**src/ie_pkg.sv**
```systemverilog
// Purpose: shared constants for the interrupt event block
// Assumes: 40 MHz register clock, APB register access
// Notes: offsets are byte addresses on the APB bus
package ie_pkg;
    // ==========================================
    // register map
    localparam logic [11:0] OFF_EVT_SET = 12'h080;
    localparam logic [11:0] OFF_EVT_CLR = 12'h084;
    localparam logic [11:0] OFF_MASK = 12'h088;
    localparam logic [11:0] OFF_LINK = 12'h08C;
    // ==========================================
    // event bit positions
    localparam int B_GP = 30;
    localparam int B_PHY_REG = 26;
    localparam int B_TOO_LONG = 25;
    localparam int B_FATAL = 24;
    localparam int B_MISMATCH = 23;
    localparam int B_MISSED = 22;
    localparam int B_SEC6 = 21;
    localparam int B_NEW_CYC = 20;
    localparam int B_PHY_STAT = 19;
    localparam int B_BUS_REINIT = 17;
    localparam int B_SELF_ID = 16;
    localparam int B_ISO_RX = 7;
    localparam int B_ISO_TX = 6;
    // link control bits
    localparam int L_ROOT_EN = 21;
    localparam int L_GP_EN_A = 0;
    localparam int L_GP_EN_B = 1;
    // ==========================================
    // field masks and reset values
    localparam logic [31:0] LATCH_BITS = 32'h47FB_033F;
    localparam logic [31:0] EXT_SRC_BITS = 32'h050B_033F;
    localparam logic [31:0] LINK_BITS = 32'h0020_0003;
    localparam logic [31:0] EVT_RESET = 32'h0000_0000;
    localparam logic [31:0] MASK_RESET = 32'h0000_0000;
    localparam logic [31:0] LINK_RESET = 32'h0000_0000;
    // ==========================================
    // timing
    localparam int CLK_PERIOD_PS = 25000;
    localparam int CYCLE_LIMIT_US = 125;
    localparam int CYCLE_LIMIT_CYC = (CYCLE_LIMIT_US * 1000000) / CLK_PERIOD_PS;
    // ==========================================
    // lost-cycle tracker states, gray along the path
    typedef enum logic [1:0] {
        CS_IDLE = 2'b00,
        CS_WAIT = 2'b01,
        CS_GAP = 2'b11,
        CS_DONE = 2'b10
    } ie_cs_state_t;
endpackage

```
**src/ie_cyc_if.sv**
```systemverilog
// Purpose: event pulses from the cycle monitor to the event core
// Assumes: single clock domain
// Notes: all event signals are one-cycle pulses
`timescale 1ns/10ps
`default_nettype none
interface ie_cyc_if;
    logic root_en;
    logic too_long;
    logic mismatch;
    logic missed;
    logic sec_toggle;
    logic new_cycle;
    modport mon (input root_en, output too_long, mismatch, missed, sec_toggle, new_cycle);
    modport core (output root_en, input too_long, mismatch, missed, sec_toggle, new_cycle);
endinterface
`default_nettype wire

```
**src/ie_cycle_mon.sv**
```systemverilog
// Purpose: derive cycle timing events from the local cycle timer
// Assumes: link layer strobes are synchronous one-cycle pulses
// Notes: lost cycle may be reported early by prediction
`timescale 1ns/10ps
`default_nettype none
module ie_cycle_mon
    import ie_pkg::*;
#(
    parameter int CYC_LIMIT = CYCLE_LIMIT_CYC
) (
    input wire logic i_clk,
    input wire logic i_rstn,
    input wire logic [31:0] i_cycle_timer,
    input wire logic i_cs_tx_start,
    input wire logic i_cs_seen,
    input wire logic i_rx_cs_valid,
    input wire logic [31:0] i_rx_cs_time,
    input wire logic i_sub_gap,
    input wire logic i_arb_gap,
    ie_cyc_if.mon cyc
);
    localparam int CW = $clog2(CYC_LIMIT + 2);
    localparam logic [CW-1:0] LIMIT = CW'(CYC_LIMIT);

    logic [1:0] tbit_ff;
    logic run_ff;
    logic [CW-1:0] cnt_ff;
    ie_cs_state_t st_ff, nxt_st;
    logic over;
    logic predict;

    // ==========================================
    // timer bit watch: seconds bit 6 and count lsb
    always_ff @(posedge i_clk or negedge i_rstn) begin
        if (!i_rstn) begin
            tbit_ff <= 2'h0;
        end else begin
            tbit_ff <= {i_cycle_timer[31], i_cycle_timer[12]};
        end
    end
    assign cyc.sec_toggle = tbit_ff[1] ^ i_cycle_timer[31];
    assign cyc.new_cycle = tbit_ff[0] ^ i_cycle_timer[12];
    // received cycle start against local seconds and count
    assign cyc.mismatch = i_rx_cs_valid &
        (i_rx_cs_time[31:12] != i_cycle_timer[31:12]);

    // ==========================================
    // overlong cycle: start of cycle start to end of subaction gap
    assign over = run_ff && (cnt_ff == LIMIT) && !i_sub_gap;
    always_ff @(posedge i_clk or negedge i_rstn) begin
        if (!i_rstn) begin
            run_ff <= 1'b0;
            cnt_ff <= '0;
        end else if (i_cs_tx_start && cyc.root_en) begin
            run_ff <= 1'b1;
            cnt_ff <= '0;
        end else if (i_sub_gap || over || !cyc.root_en) begin
            run_ff <= 1'b0;
        end else if (run_ff) begin
            cnt_ff <= cnt_ff + 1'b1;
        end
    end
    assign cyc.too_long = over && cyc.root_en;

    // ==========================================
    // lost cycle tracking per cycle synch
    always_comb begin
        nxt_st = st_ff;
        unique case (st_ff)
            CS_IDLE: if (cyc.new_cycle) nxt_st = CS_WAIT;
            CS_WAIT: begin
                if (cyc.new_cycle) nxt_st = CS_WAIT;
                else if (i_cs_seen) nxt_st = CS_IDLE;
                else if (i_arb_gap) nxt_st = CS_DONE;
                else if (i_sub_gap) nxt_st = CS_GAP;
            end
            CS_GAP: begin
                if (cyc.new_cycle) nxt_st = CS_WAIT;
                else if (i_cs_seen) nxt_st = CS_IDLE;
                else nxt_st = CS_DONE;
            end
            CS_DONE: if (cyc.new_cycle) nxt_st = CS_WAIT;
        endcase
    end
    always_ff @(posedge i_clk or negedge i_rstn) begin
        if (!i_rstn) begin
            st_ff <= CS_IDLE;
        end else begin
            st_ff <= nxt_st;
        end
    end
    // early report when the cycle start fails to follow the gap
    assign predict = (nxt_st == CS_DONE) && (st_ff != CS_DONE);
    // plain loss: second synch with no cycle start in between
    assign cyc.missed = predict ||
        (cyc.new_cycle && (st_ff == CS_WAIT || st_ff == CS_GAP) && !i_cs_seen);
endmodule // ie_cycle_mon
`default_nettype wire

```
**src/ie_event_core.sv**
```systemverilog
// Purpose: interrupt event register with set and clear views
// Assumes: APB slave, zero wait states, 40 MHz clock
// Notes: reads return events gated by the interrupt mask
//
// Our own choice: the APB register port.
`timescale 1ns/10ps
`default_nettype none
module ie_event_core
    import ie_pkg::*;
#(
    parameter int CYC_LIMIT = CYCLE_LIMIT_CYC,
    parameter int ISO_RX_N = 4,
    parameter int ISO_TX_N = 4
) (
    input wire logic i_clk,
    input wire logic i_rstn,
    // apb slave
    input wire logic i_psel,
    input wire logic i_penable,
    input wire logic i_pwrite,
    input wire logic [11:0] i_paddr,
    input wire logic [31:0] i_pwdata,
    output logic [31:0] o_prdata,
    output logic o_pready,
    output logic o_pslverr,
    // level event sources, bit aligned with the event register
    input wire logic [31:0] i_event_src,
    // event bits owned by contexts that raised the fatal halt
    input wire logic [31:0] i_fatal_ctx_bits,
    // general-purpose interrupt inputs
    input wire logic i_gp_irq_a,
    input wire logic i_gp_irq_b,
    // isochronous sub-events and their masks
    input wire logic [ISO_RX_N-1:0] i_iso_rx_event,
    input wire logic [ISO_RX_N-1:0] i_iso_rx_mask,
    input wire logic [ISO_TX_N-1:0] i_iso_tx_event,
    input wire logic [ISO_TX_N-1:0] i_iso_tx_mask,
    // cycle timing inputs from the link layer
    input wire logic [31:0] i_cycle_timer,
    input wire logic i_cs_tx_start,
    input wire logic i_cs_seen,
    input wire logic i_rx_cs_valid,
    input wire logic [31:0] i_rx_cs_time,
    input wire logic i_sub_gap,
    input wire logic i_arb_gap,
    // outputs
    output logic o_irq,
    output logic o_root_timing_enable
);

    // ==========================================
    // helpers
    function automatic logic addr_is(input logic [11:0] a, input logic [11:0] off);
        return a == off;
    endfunction

    // ==========================================
    // state
    logic [31:0] evt_ff, nxt_evt;
    logic [31:0] mask_ff, nxt_mask;
    logic [31:0] link_ff, nxt_link;
    logic [31:0] src_ff;
    logic [1:0] gp_ff;
    logic [31:0] rdata_ff, nxt_rdata;
    logic err_ff, nxt_err;

    // ==========================================
    // cycle monitor
    ie_cyc_if cyc ();

    ie_cycle_mon #(
        .CYC_LIMIT(CYC_LIMIT)
    ) u_cycle_mon (
        .i_clk(i_clk),
        .i_rstn(i_rstn),
        .i_cycle_timer(i_cycle_timer),
        .i_cs_tx_start(i_cs_tx_start),
        .i_cs_seen(i_cs_seen),
        .i_rx_cs_valid(i_rx_cs_valid),
        .i_rx_cs_time(i_rx_cs_time),
        .i_sub_gap(i_sub_gap),
        .i_arb_gap(i_arb_gap),
        .cyc(cyc)
    );

    assign cyc.root_en = link_ff[L_ROOT_EN];

    // ==========================================
    // apb decode
    wire logic acc = i_psel && i_penable;
    wire logic wr = acc && i_pwrite;
    wire logic hit_set = addr_is(i_paddr, OFF_EVT_SET);
    wire logic hit_clr = addr_is(i_paddr, OFF_EVT_CLR);
    wire logic hit_mask = addr_is(i_paddr, OFF_MASK);
    wire logic hit_link = addr_is(i_paddr, OFF_LINK);
    wire logic hit_any = hit_set || hit_clr || hit_mask || hit_link;
    wire logic [31:0] sw_set = (wr && hit_set) ? i_pwdata : 32'h0000_0000;
    wire logic [31:0] sw_clr = (wr && hit_clr) ? i_pwdata : 32'h0000_0000;

    // ==========================================
    // hardware set sources
    // only rising edges set bits, a held level never re-sets or clears
    wire logic [31:0] src_rise = i_event_src & ~src_ff & EXT_SRC_BITS;
    wire logic gp_fire = (i_gp_irq_a & ~gp_ff[0] & link_ff[L_GP_EN_A]) |
                         (i_gp_irq_b & ~gp_ff[1] & link_ff[L_GP_EN_B]);

    logic [31:0] cyc_set;
    always_comb begin
        cyc_set = 32'h0000_0000;
        cyc_set[B_TOO_LONG] = cyc.too_long;
        cyc_set[B_MISMATCH] = cyc.mismatch;
        cyc_set[B_MISSED] = cyc.missed;
        cyc_set[B_SEC6] = cyc.sec_toggle;
        cyc_set[B_NEW_CYC] = cyc.new_cycle;
        cyc_set[B_GP] = gp_fire;
    end

    // while halted, failed contexts may not raise further events
    wire logic [31:0] blocked = evt_ff[B_FATAL] ? i_fatal_ctx_bits : 32'h0000_0000;
    wire logic [31:0] hw_raw = src_rise | cyc_set;
    wire logic [31:0] hw_set = hw_raw & ~(blocked & ~(32'h1 << B_FATAL));

    // bus reset wipes self-id done in the same cycle it sets
    wire logic reinit = hw_set[B_BUS_REINIT];

    // ==========================================
    // event next value
    // set is applied after clear so a coincident event survives
    always_comb begin
        nxt_evt = (evt_ff & ~sw_clr) | hw_set | sw_set;
        if (reinit) begin
            nxt_evt[B_SELF_ID] = 1'b0;
        end
        nxt_evt = nxt_evt & LATCH_BITS;
    end

    // ==========================================
    // mask and link control
    // mask keeps the defined event bits plus the two summary enables
    assign nxt_mask = (wr && hit_mask) ? (i_pwdata & (LATCH_BITS | 32'h0000_00C0)) : mask_ff;

    // overlong cycle drops root timing after any software write
    always_comb begin
        nxt_link = link_ff;
        if (wr && hit_link) begin
            nxt_link = i_pwdata & LINK_BITS;
        end
        if (cyc.too_long) begin
            nxt_link[L_ROOT_EN] = 1'b0;
        end
    end

    // ==========================================
    // read view
    // summaries are never stored, so they follow sub-events at once
    wire logic iso_rx_sum = |(i_iso_rx_event & i_iso_rx_mask);
    wire logic iso_tx_sum = |(i_iso_tx_event & i_iso_tx_mask);

    logic [31:0] evt_view;
    always_comb begin
        evt_view = evt_ff & LATCH_BITS;
        evt_view[B_ISO_RX] = iso_rx_sum;
        evt_view[B_ISO_TX] = iso_tx_sum;
    end

    wire logic [31:0] masked_evt = evt_view & mask_ff & (LATCH_BITS | 32'h0000_00C0);

    always_comb begin
        nxt_rdata = rdata_ff;
        if (i_psel && !i_penable && !i_pwrite) begin
            if (hit_set || hit_clr) begin
                nxt_rdata = masked_evt;
            end else if (hit_mask) begin
                nxt_rdata = mask_ff;
            end else if (hit_link) begin
                nxt_rdata = link_ff;
            end else begin
                nxt_rdata = 32'h0000_0000;
            end
        end
    end

    // unmapped addresses answer with an error in the access phase
    assign nxt_err = (i_psel && !i_penable) ? !hit_any : err_ff;

    // ==========================================
    // registers
    always_ff @(posedge i_clk or negedge i_rstn) begin
        if (!i_rstn) begin
            evt_ff <= EVT_RESET;
            mask_ff <= MASK_RESET;
            link_ff <= LINK_RESET;
        end else begin
            evt_ff <= nxt_evt;
            mask_ff <= nxt_mask;
            link_ff <= nxt_link;
        end
    end

    // edge history of sources
    always_ff @(posedge i_clk or negedge i_rstn) begin
        if (!i_rstn) begin
            src_ff <= 32'h0000_0000;
            gp_ff <= 2'h0;
        end else begin
            src_ff <= i_event_src;
            gp_ff <= {i_gp_irq_b, i_gp_irq_a};
        end
    end

    // read data captured in setup, held through access
    always_ff @(posedge i_clk or negedge i_rstn) begin
        if (!i_rstn) begin
            rdata_ff <= 32'h0000_0000;
            err_ff <= 1'b0;
        end else begin
            rdata_ff <= nxt_rdata;
            err_ff <= nxt_err;
        end
    end

    // ==========================================
    // outputs
    assign o_prdata = rdata_ff;
    assign o_pready = 1'b1; // no wait states
    assign o_pslverr = acc && err_ff;
    assign o_irq = |masked_evt;
    assign o_root_timing_enable = link_ff[L_ROOT_EN];

endmodule // ie_event_core
`default_nettype wire

```
**config.mk**
```make
export PLATFORM = sky130hd
export DESIGN_NAME = ie_event_core
export DESIGN_NICKNAME = d
export VERILOG_FILES = /design/src/ie_pkg.sv /design/src/ie_cyc_if.sv /design/src/ie_cycle_mon.sv /design/src/ie_event_core.sv
export SDC_FILE = /design/constraint.sdc
export NUM_CORES = 1
export LEC_CHECK = 0
export ABC_CLOCK_PERIOD_IN_PS = 2000
export BUFFER_PORTS_ARGS = -buffer_cell sky130_fd_sc_hd__buf_4
export CORE_ASPECT_RATIO = 0.75
export CORE_MARGIN = 1
export CORE_UTILIZATION = 47
export DETAILED_ROUTE_END_ITERATION = 8
export PLACE_DENSITY = 0.81
export RECOVER_POWER = 25
export SLEW_MARGIN = 40
export SYNTH_ARGS = -nofsm -noshare
export SYNTH_HDL_FRONTEND = slang
export SYNTH_SLANG_ARGS = --single-unit
```
**constraint.sdc**
```tcl
create_clock -name i_clk -period 2 [get_ports i_clk]
set_clock_uncertainty 0.1 [all_clocks]
set_input_delay 0.6 -clock i_clk [delete_from_list [all_inputs] [get_ports i_clk]]
set_output_delay 0.6 -clock i_clk [all_outputs]
set_load 0.05 [all_outputs]
```
==> flow_summary.toml, run 1 <==
[layout]
multiInputGateArea_um2 = 2290
layout_commonest_cell = "buf_4"
syn_to_final_growth_pct = 40.7
fillers = 736
seq_area_um2 = 2450
num-nets-final = 836
design_area_um2 = 6860
drive_above_1_share_pct = 38.7
n_antenna_cell = 0
layout_common_cells = "buf_4 (174), dfrtp_1 (98), a21oi_1 (30)"

[floorplan]
pin_count = 236
die-height_um = 90.2
start_util_pct = 49.5
fp-row-count = 31
fp.dieW_um = 120
dieArea_um2 = 10800
core_area_um2 = 9850

[routing]
dr_total_vias = 4271
wl_met1_um = 5850
drt-wirelength-per-cell_um = 17.4
ant_nets = 0
top_layer_used = "met4"
dr_wl_met2_um = 6450
vias_per_cell = 5.54
dr_wl_met3_um = 935
wl_um = 13400
route.detailed.drc = 0
drt-initial-drc-count = 316
first_pass_iters = 4

[place]
detailed_place_hpwl_um = 9900
postPlaceCellArea_um2 = 6560
io_buffers = 155
gp_congestion = 0.908

[power_and_ir_drop]
p_leak_nw = 3.27
p_int_w = 0.00326
seqPwrFrac_pct = 47.0
switchingPower_w = 0.00106
power.share.clock_pct = 40.9
power_w = 0.00432
power_frac_comb_pct = 12.2
cellPowerDensity_nw_per_um2 = 629
swShare_pct = 24.5
peakVddDrop_uv = 491

[setup_path]
cp.arrival_ns = 1.68
reg2reg_from = "u_cycle_mon.cnt_ff[1]"
critical_path_required_ns = 1.30
end_kind = "output port"
reg2reg_slack_ns = 0.15
start_kind = "flip-flop"
path_max_fanout = 2
critPathLaunch = "mask_ff[9]"
timing_worst_setup_path_type = "flip-flop to output port"

[sta]
slew_headroom_pct = 46.8
fmax_ghz = 0.421
hold_slack_ns = 0.232
setup_violations = 1
fin_tns_setup_ns = -0.377
worstMarginPinSlew_ns = 0.797
fin_crit_ns = 2.38
hold_viol_final = 0
finalCritPeriodShare_pct = 119
worst_slack_ns = -0.377
rsz0062_at_grt = "true"
slew_viol_final = 0

[yosys]
yosysWarnings = 0
async_reset_ff_share_pct = 100
synth-edff-count = 0
syn_area_um2 = 4880
synth_cell_type_count = 55
netlist_instances = 442
synth_seq_cells = 98
yosysSeqAreaShare_pct = 50.3
synth_ff_type = "dfrtp_1"
synth_area_per_cell_um2 = 11.0

[global_routing]
first_global_vias = 4228
grt_usage_pct = 25.1
antenna_found_initial = 0
grt_max_degree = 40
grt_overflow_total = 0
grt_pass1_wl_um = 21200

[clock_tree]
cts_sinks = 98
cts_root_buffer = "clkbuf_16"
hold_buffers = 0
tritoncts = "yes"
cts_max_path_buffers = 2
cts_buffers = 9
clk_latency_ns = 0.34
htreeDepth = 3
clk_pin_slew_worst_paths_ns = 0.07

[hold_path]
min_path_type = "input port to asynchronous set/reset pin"

[outcome]
violations = "negative setup slack"
status = "finished, violations left"

[job]
drv_cap = 0
critical path, cell delays in order, from the launching register on:
cell and delay (ns):
dfrtp_1 0.40, a22oi_2 0.22, nand4_1 0.17, a221oi_2 0.23, nand4_1 0.13, buf_6 0.19
synthesized netlist by cell type (all sizes together), types with 2 or more instances:
cell type	n	area share, %
a2111oi	3	0.54
nand2b	3	0.38
clkbuf	6	0.46
nor4	6	1.1
xnor2	28	5.0
xor2	2	0.36
buf	24	3.7
nand3	21	2.2
a31oi	3	0.51
mux2	24	5.5
and2	3	0.44
a221oi	4	0.72
nand2	27	2.1
a22o	2	0.36
a211oi	13	2.0
nand4	14	1.8
o31ai	2	0.31
or2	2	0.26
a21oi	30	3.1
a221o	14	2.9
and4	3	0.59
and3	6	0.77
nor4b	2	0.67
a22oi	9	1.4
a21o	4	0.62
a21boi	2	0.31
inv	21	1.6
o21ai	7	0.72
conb	2	0.15
nor2	14	1.1
nand3b	4	0.62
and4b	3	0.62
mux2i	22	4.5
dfrtp	98	50
nor3	3	0.31
ha	2	0.51
path summary, 6_finish.rpt:
check	end	depth (start not counted)
setup / recovery	o_irq	5
hold / removal	mask_ff[5]	1
setup reg to reg	u_cycle_mon.cnt_ff[2]	6
hold reg to reg	evt_ff[24]	1
max in group asynchronous	o_prdata[24]	2
min in group i_clk	src_ff[3]	1
routing by layer:
metal  track usage (%)  up-vias
met5                 0        -
met4              5.94        0
met3              5.96       10
met2              40.9      187
met1              33.7     2078
li1                  -     1996
layout make-up:
| class | count | area share (%) |
|---|---|---|
| Multi-Input combinational cell | 303 | 33.4 |
| Clock inverter | 6 | 1.06 |
| Clock buffer | 10 | 3.34 |
| Timing Repair Buffer | 201 | 22.9 |
| Inverter | 21 | 1.15 |
| Sequential cell | 98 | 35.7 |
| Tap cell | 132 | 2.41 |
stage by stage:
step                      cells  setup slack [ns]  util [%]
after floorplan             452            -0.264         -
after global placement      752            -0.286      66.5
after detailed placement    752            -0.353      66.5
after CTS                   768            -0.368      69.8
after global routing        771            -0.454      69.6
final                       771            -0.377      69.6
sequential cells by signal, indices dropped and copies added (netlist names), 3 cells and up:
| name | cells |
|---|---|
| mask_ff | 21 |
| u_cycle_mon.cnt_ff | 13 |
| o_prdata | 21 |
| link_ff | 3 |
| evt_ff | 19 |
| src_ff | 13 |
power by group through the flow:
| stage | registers [W] | logic, W | clock network, W |
|---|---|---|---|
| floorplan | 0.00206 | 0.000215 | 0 |
| global placement | 0.00206 | 0.000519 | 0 |
| detailed placement | 0.00207 | 0.000536 | 0 |
| CTS | 0.00203 | 0.000537 | 0.00177 |
| global route | 0.00203 | 0.000567 | 0.00187 |
| finish | 0.00203 | 0.000525 | 0.00176 |
what timing repair did:
item | in CTS | in global routing
setup buffers | 0 | 3
hold endpoints to repair | 0 | 0
endpoints found under the setup margin | 2 | 3
resized for setup | 5 | 1
pin swaps | 3 | 3
cell families (layout without fill, tap and decap cells):
group | after synthesis | in the layout | share of synthesized area (%)
other cells | 2 | 12 | 0.154
fa+ha+maj | 2 | 2 | 0.513
buf+inv | 51 | 238 | 5.77
xor+xnor | 30 | 30 | 5.39
compound gates | 98 | 98 | 14.3
mux | 46 | 46 | 10.1
simple gates | 115 | 115 | 13.5
flops | 98 | 98 | 50.3
(Power assumes the default switching activity.)
==> run 2: changes to the inputs <==
Settings changed: SKIP_CTS_REPAIR_TIMING set to 1.
==> run 2 against run 1 <==
  * The run still ends with negative setup slack left
  * First-iteration DRC count decreased by 16%
  * Sequential power about the same
  * Sequential cell count unchanged
  * Routed wire length decreased by 1.6%
  * Critical path type unchanged
  * Die area unchanged
  * Non-clock buffer count unchanged
==> flow_summary.toml, run 2 (synthesized netlist as in run 1, its figures left out) <==
[clock_tree]
clk_latency_ns = 0.34
cts_sinks = 98
clk_pin_slew_worst_paths_ns = 0.07
cts_buffers = 9
cts_max_path_buffers = 2
cts_root_buffer = "clkbuf_16"
tritoncts = "yes"
htreeDepth = 3

[routing]
drt-initial-drc-count = 266
drt-wirelength-per-cell_um = 17.1
dr_wl_met3_um = 845
ant_nets = 0
dr_total_vias = 4260
top_layer_used = "met4"
wl_met1_um = 5850
vias_per_cell = 5.53
first_pass_iters = 4
wl_um = 13200
route.detailed.drc = 0
dr_wl_met2_um = 6310

[setup_path]
end_kind = "output port"
reg2reg_slack_ns = 0.14
critPathLaunch = "mask_ff[21]"
timing_worst_setup_path_type = "flip-flop to output port"
reg2reg_from = "u_cycle_mon.cnt_ff[1]"
critical_path_required_ns = 1.30
path_max_fanout = 2
r2r-end = "u_cycle_mon.cnt_ff[2]"
start_kind = "flip-flop"
cp.arrival_ns = 1.68
rr_worst_depth = 6

[sta]
worst_slack_ns = -0.377
slew_viol_final = 0
rsz0062_at_grt = "true"
fmax_ghz = 0.421
slew_headroom_pct = 46.7
fin_crit_ns = 2.38
setup_violations = 1
hold_viol_final = 0
worstMarginPinSlew_ns = 0.800
finalCritPeriodShare_pct = 119

[floorplan]
pin_count = 236
fp.dieW_um = 120
dieArea_um2 = 10800
start_util_pct = 49.5
core_area_um2 = 9850
die-height_um = 90.2
fp-row-count = 31

[hold_path]
min_path_type = "input port to asynchronous set/reset pin"

[power_and_ir_drop]
peakVddDrop_uv = 495
cellPowerDensity_nw_per_um2 = 627
p_leak_nw = 3.27

[outcome]
status = "finished, violations left"
violations = "negative setup slack"

[global_routing]
antenna_found_initial = 0
grt_usage_pct = 24.9
first_global_vias = 4175
grt_overflow_total = 0
grt_pass1_wl_um = 21000
grt_max_degree = 40

[place]
post-place-cells = 752
io_buffers = 155
detailed_place_hpwl_um = 9900
gp_congestion = 0.908

[layout]
drive_above_1_share_pct = 38.7
layout_commonest_cell = "buf_4"
seq_area_um2 = 2450
syn_to_final_growth_pct = 40.7
utilization_pct = 69.6
layout_common_cells = "buf_4 (174), dfrtp_1 (98), a21oi_1 (30)"
num-nets-final = 836
stdcell_count = 771
n_antenna_cell = 0
fillers = 730
multiInputGateArea_um2 = 2290

[job]
drv_cap = 0
==> run 2: cell counts in the layout (fill, tap and decap cells not counted) <==
No cell type changed its count.
==> run 2: through the flow <==
| step | area (um2) | setup slack [ns] | TNS (ns) | total power [W] | hold slack, ns |
|---|---|---|---|---|---|
| 3_3_place_gp | 6560 | -0.286 | -8.10 | 0.00258 | 0.319 |
| 5_1_grt | 6860 | -0.430 | -0.430 | 0.00445 | 0.285 |
| 4_1_cts | 6860 | -0.431 | -0.432 | 0.00433 | 0.107 |
| 2_1_floorplan | 5020 | -0.264 | -1.71 | 0.00228 | 0.204 |
| 3_5_place_dp | 6560 | -0.353 | -11.60 | 0.00260 | 0.332 |
| 6_report | 6860 | -0.377 | -0.377 | 0.00430 | 0.232 |
==> run 2: power breakdown <==
part	total, W	switching (W)	internal, W
logic	0.000524	0.000262	0.000262
registers	0.00203	0.0000159	0.00201
clock network	0.00175	0.000766	0.000986
total	0.00430	0.00104	0.00326
==> run 2: per-layer routing <==
layer,up-vias,global-route usage [%]
li1,2001,-
met1,2076,34.2
met2,173,40.1
met3,10,5.39
met4,0,6.15
met5,-,0
==> run 2: worst max-delay path, cell delays in order (launching register included) <==
cell      delay, ns
dfrtp_1        0.40
a22oi_2        0.22
nand4_1        0.18
a221oi_2       0.23
nand4_1        0.13
buf_6          0.19
==> run 2: area by class of cell <==
| cell class | instances | share of cell area [%] |
|---|---|---|
| inverter | 21 | 1.15 |
| timing repair buffer | 201 | 22.9 |
| clock buffer | 10 | 3.34 |
| clock inverter | 6 | 1.06 |
| multi-input combinational | 303 | 33.4 |
| tap | 132 | 2.41 |
| sequential | 98 | 35.7 |
==> run 2: worst max path at each step <==
stage             endpoint  slack, ns  depth (start not counted)
2_1_floorplan        o_irq      -0.26                          4
3_3_place_gp         o_irq      -0.29                          6
3_5_place_dp   o_prdata[0]      -0.35                          7
4_1_cts              o_irq      -0.43                          5
5_1_grt              o_irq      -0.43                          5
6_report             o_irq      -0.38                          5
==> run 3: changes to the inputs <==
Settings changed: CELL_PAD_IN_SITES_DETAIL_PLACEMENT set to 1, CELL_PAD_IN_SITES_GLOBAL_PLACEMENT set to 1, CORE_UTILIZATION 47 to 34, PLACE_DENSITY 0.81 to unset, PLACE_DENSITY_LB_ADDON set to 0.1.
==> run 3 against run 2 <==
  * The flow still finishes with violations (negative setup slack)
  * First-iteration DRC count is 20% lower
  * Routed wire length is 14% higher
  * Sequential share of layout area is 0.66 points lower
  * Worst hold slack better by 0.039 ns
  * Highest routed layer unchanged
  * Non-clock buffer count is 11 higher
==> flow_summary.toml, run 3 (synthesized netlist as in run 1, its figures left out) <==
[outcome]
status = "finished, violations left"
violations = "negative setup slack"

[setup_path]
critical_path_required_ns = 1.30
cp.arrival_ns = 1.75
end_kind = "output port"
path_max_fanout = 2
reg2reg_slack_ns = 0.15
timing_worst_setup_path_type = "flip-flop to output port"
start_kind = "flip-flop"

[clock_tree]
clk_pin_slew_worst_paths_ns = 0.07
cts_buffers = 9
cts_max_path_buffers = 2
clk_latency_ns = 0.35
tritoncts = "yes"
htreeDepth = 3
cts_sinks = 98
cts_root_buffer = "clkbuf_16"

[layout]
num-nets-final = 847
drive_above_1_share_pct = 39.4
syn_to_final_growth_pct = 43.4
layout_commonest_cell = "buf_4"
n_antenna_cell = 0
layout_common_cells = "buf_4 (185), dfrtp_1 (98), a21oi_1 (30)"

[sta]
setup_violations = 1
hold_viol_final = 0
fin_tns_setup_ns = -0.447
finalCritPeriodShare_pct = 122
slew_headroom_pct = 11.0
fmax_ghz = 0.409
worst_slack_ns = -0.447
slew_viol_final = 0
fin_crit_ns = 2.45
rsz0062_at_grt = "true"
worstMarginPinSlew_ns = 1.33

[place]
detailed_place_hpwl_um = 11400
io_buffers = 155
gp_congestion = 0.805
preCtsSetupSlack_ns = -0.345

[job]
drv_cap = 0

[power_and_ir_drop]
cellPowerDensity_nw_per_um2 = 634
peakVddDrop_uv = 383
p_leak_nw = 3.33

[global_routing]
grt_usage_pct = 21.6
grt_max_degree = 33
grt_pass1_wl_um = 24400
antenna_found_initial = 0
first_global_vias = 4591
grt_overflow_total = 0

[routing]
first_pass_iters = 4
wl_um = 15100
route.detailed.drc = 0
dr_total_vias = 4295
vias_per_cell = 5.22
drt-initial-drc-count = 212
drt-wirelength-per-cell_um = 18.3
ant_nets = 0

[floorplan]
die-height_um = 106
core_area_um2 = 13800
start_util_pct = 35.2
fp-row-count = 37
dieArea_um2 = 14800
fp.dieW_um = 140
pin_count = 236

[hold_path]
min_path_type = "input port to flip-flop"
run 3: worst max-delay path, stage by stage (launching register included):
cell      delay (ns)
dfrtp_1         0.39
a22o_1          0.26
a221oi_1        0.34
nand4_1         0.20
buf_6           0.20
run 3: area by class of cell:
type                            instances  area [um2]
Timing Repair Buffer                  212        1640
Inverter                               21        78.8
Multi-Input combinational cell        303        2290
Tap cell                              175         219
Clock buffer                           11         243
Clock inverter                          3        65.1
Sequential cell                        98        2450
Fill cell                            1519        6850
run 3: routing by layer:
| metal | GRT usage (%) | up-vias | share of wire (%) |
|---|---|---|---|
| li1 | - | 2008 | - |
| met1 | 29.6 | 2130 | 47 |
| met2 | 33.8 | 138 | 46 |
| met3 | 5.50 | 19 | 5.7 |
| met4 | 5.57 | 0 | 1.4 |
| met5 | 0 | - | 0 |
run 3: worst paths after layout:
check	start	end	cells past startpoint
max	evt_ff[22]	o_irq	4
min	i_event_src[17]	src_ff[17]	1
max reg2reg	u_cycle_mon.cnt_ff[0]	u_cycle_mon.cnt_ff[2]	6
min reg2reg	src_ff[24]	evt_ff[24]	1
max in group asynchronous	i_rstn	u_cycle_mon.tbit_ff[1]	2
min in group asynchronous	i_rstn	src_ff[2]	1
run 3: through the flow:
| step | hold slack [ns] | instances | power [W] | utilization [%] | instance area, um2 |
|---|---|---|---|---|---|
| 2_1_floorplan | 0.204 | 452 | 0.00228 | - | 5020 |
| 3_3_place_gp | 0.321 | 808 | 0.00260 | 48.4 | 6700 |
| 3_5_place_dp | 0.324 | 808 | 0.00262 | 48.4 | 6700 |
| 4_1_cts | 0.0443 | 822 | 0.00449 | 50.6 | 7000 |
| 5_1_grt | 0.268 | 823 | 0.00459 | 50.5 | 6990 |
| 6_report | 0.272 | 823 | 0.00443 | 50.5 | 6990 |
run 3: power breakdown:
part	switching, W	internal (W)	leakage (nW)	total (W)
Sequential	0.0000150	0.00201	1.22	0.00203
Combinational	0.000272	0.000268	1.96	0.000540
Clock	0.000745	0.00112	0.151	0.00186
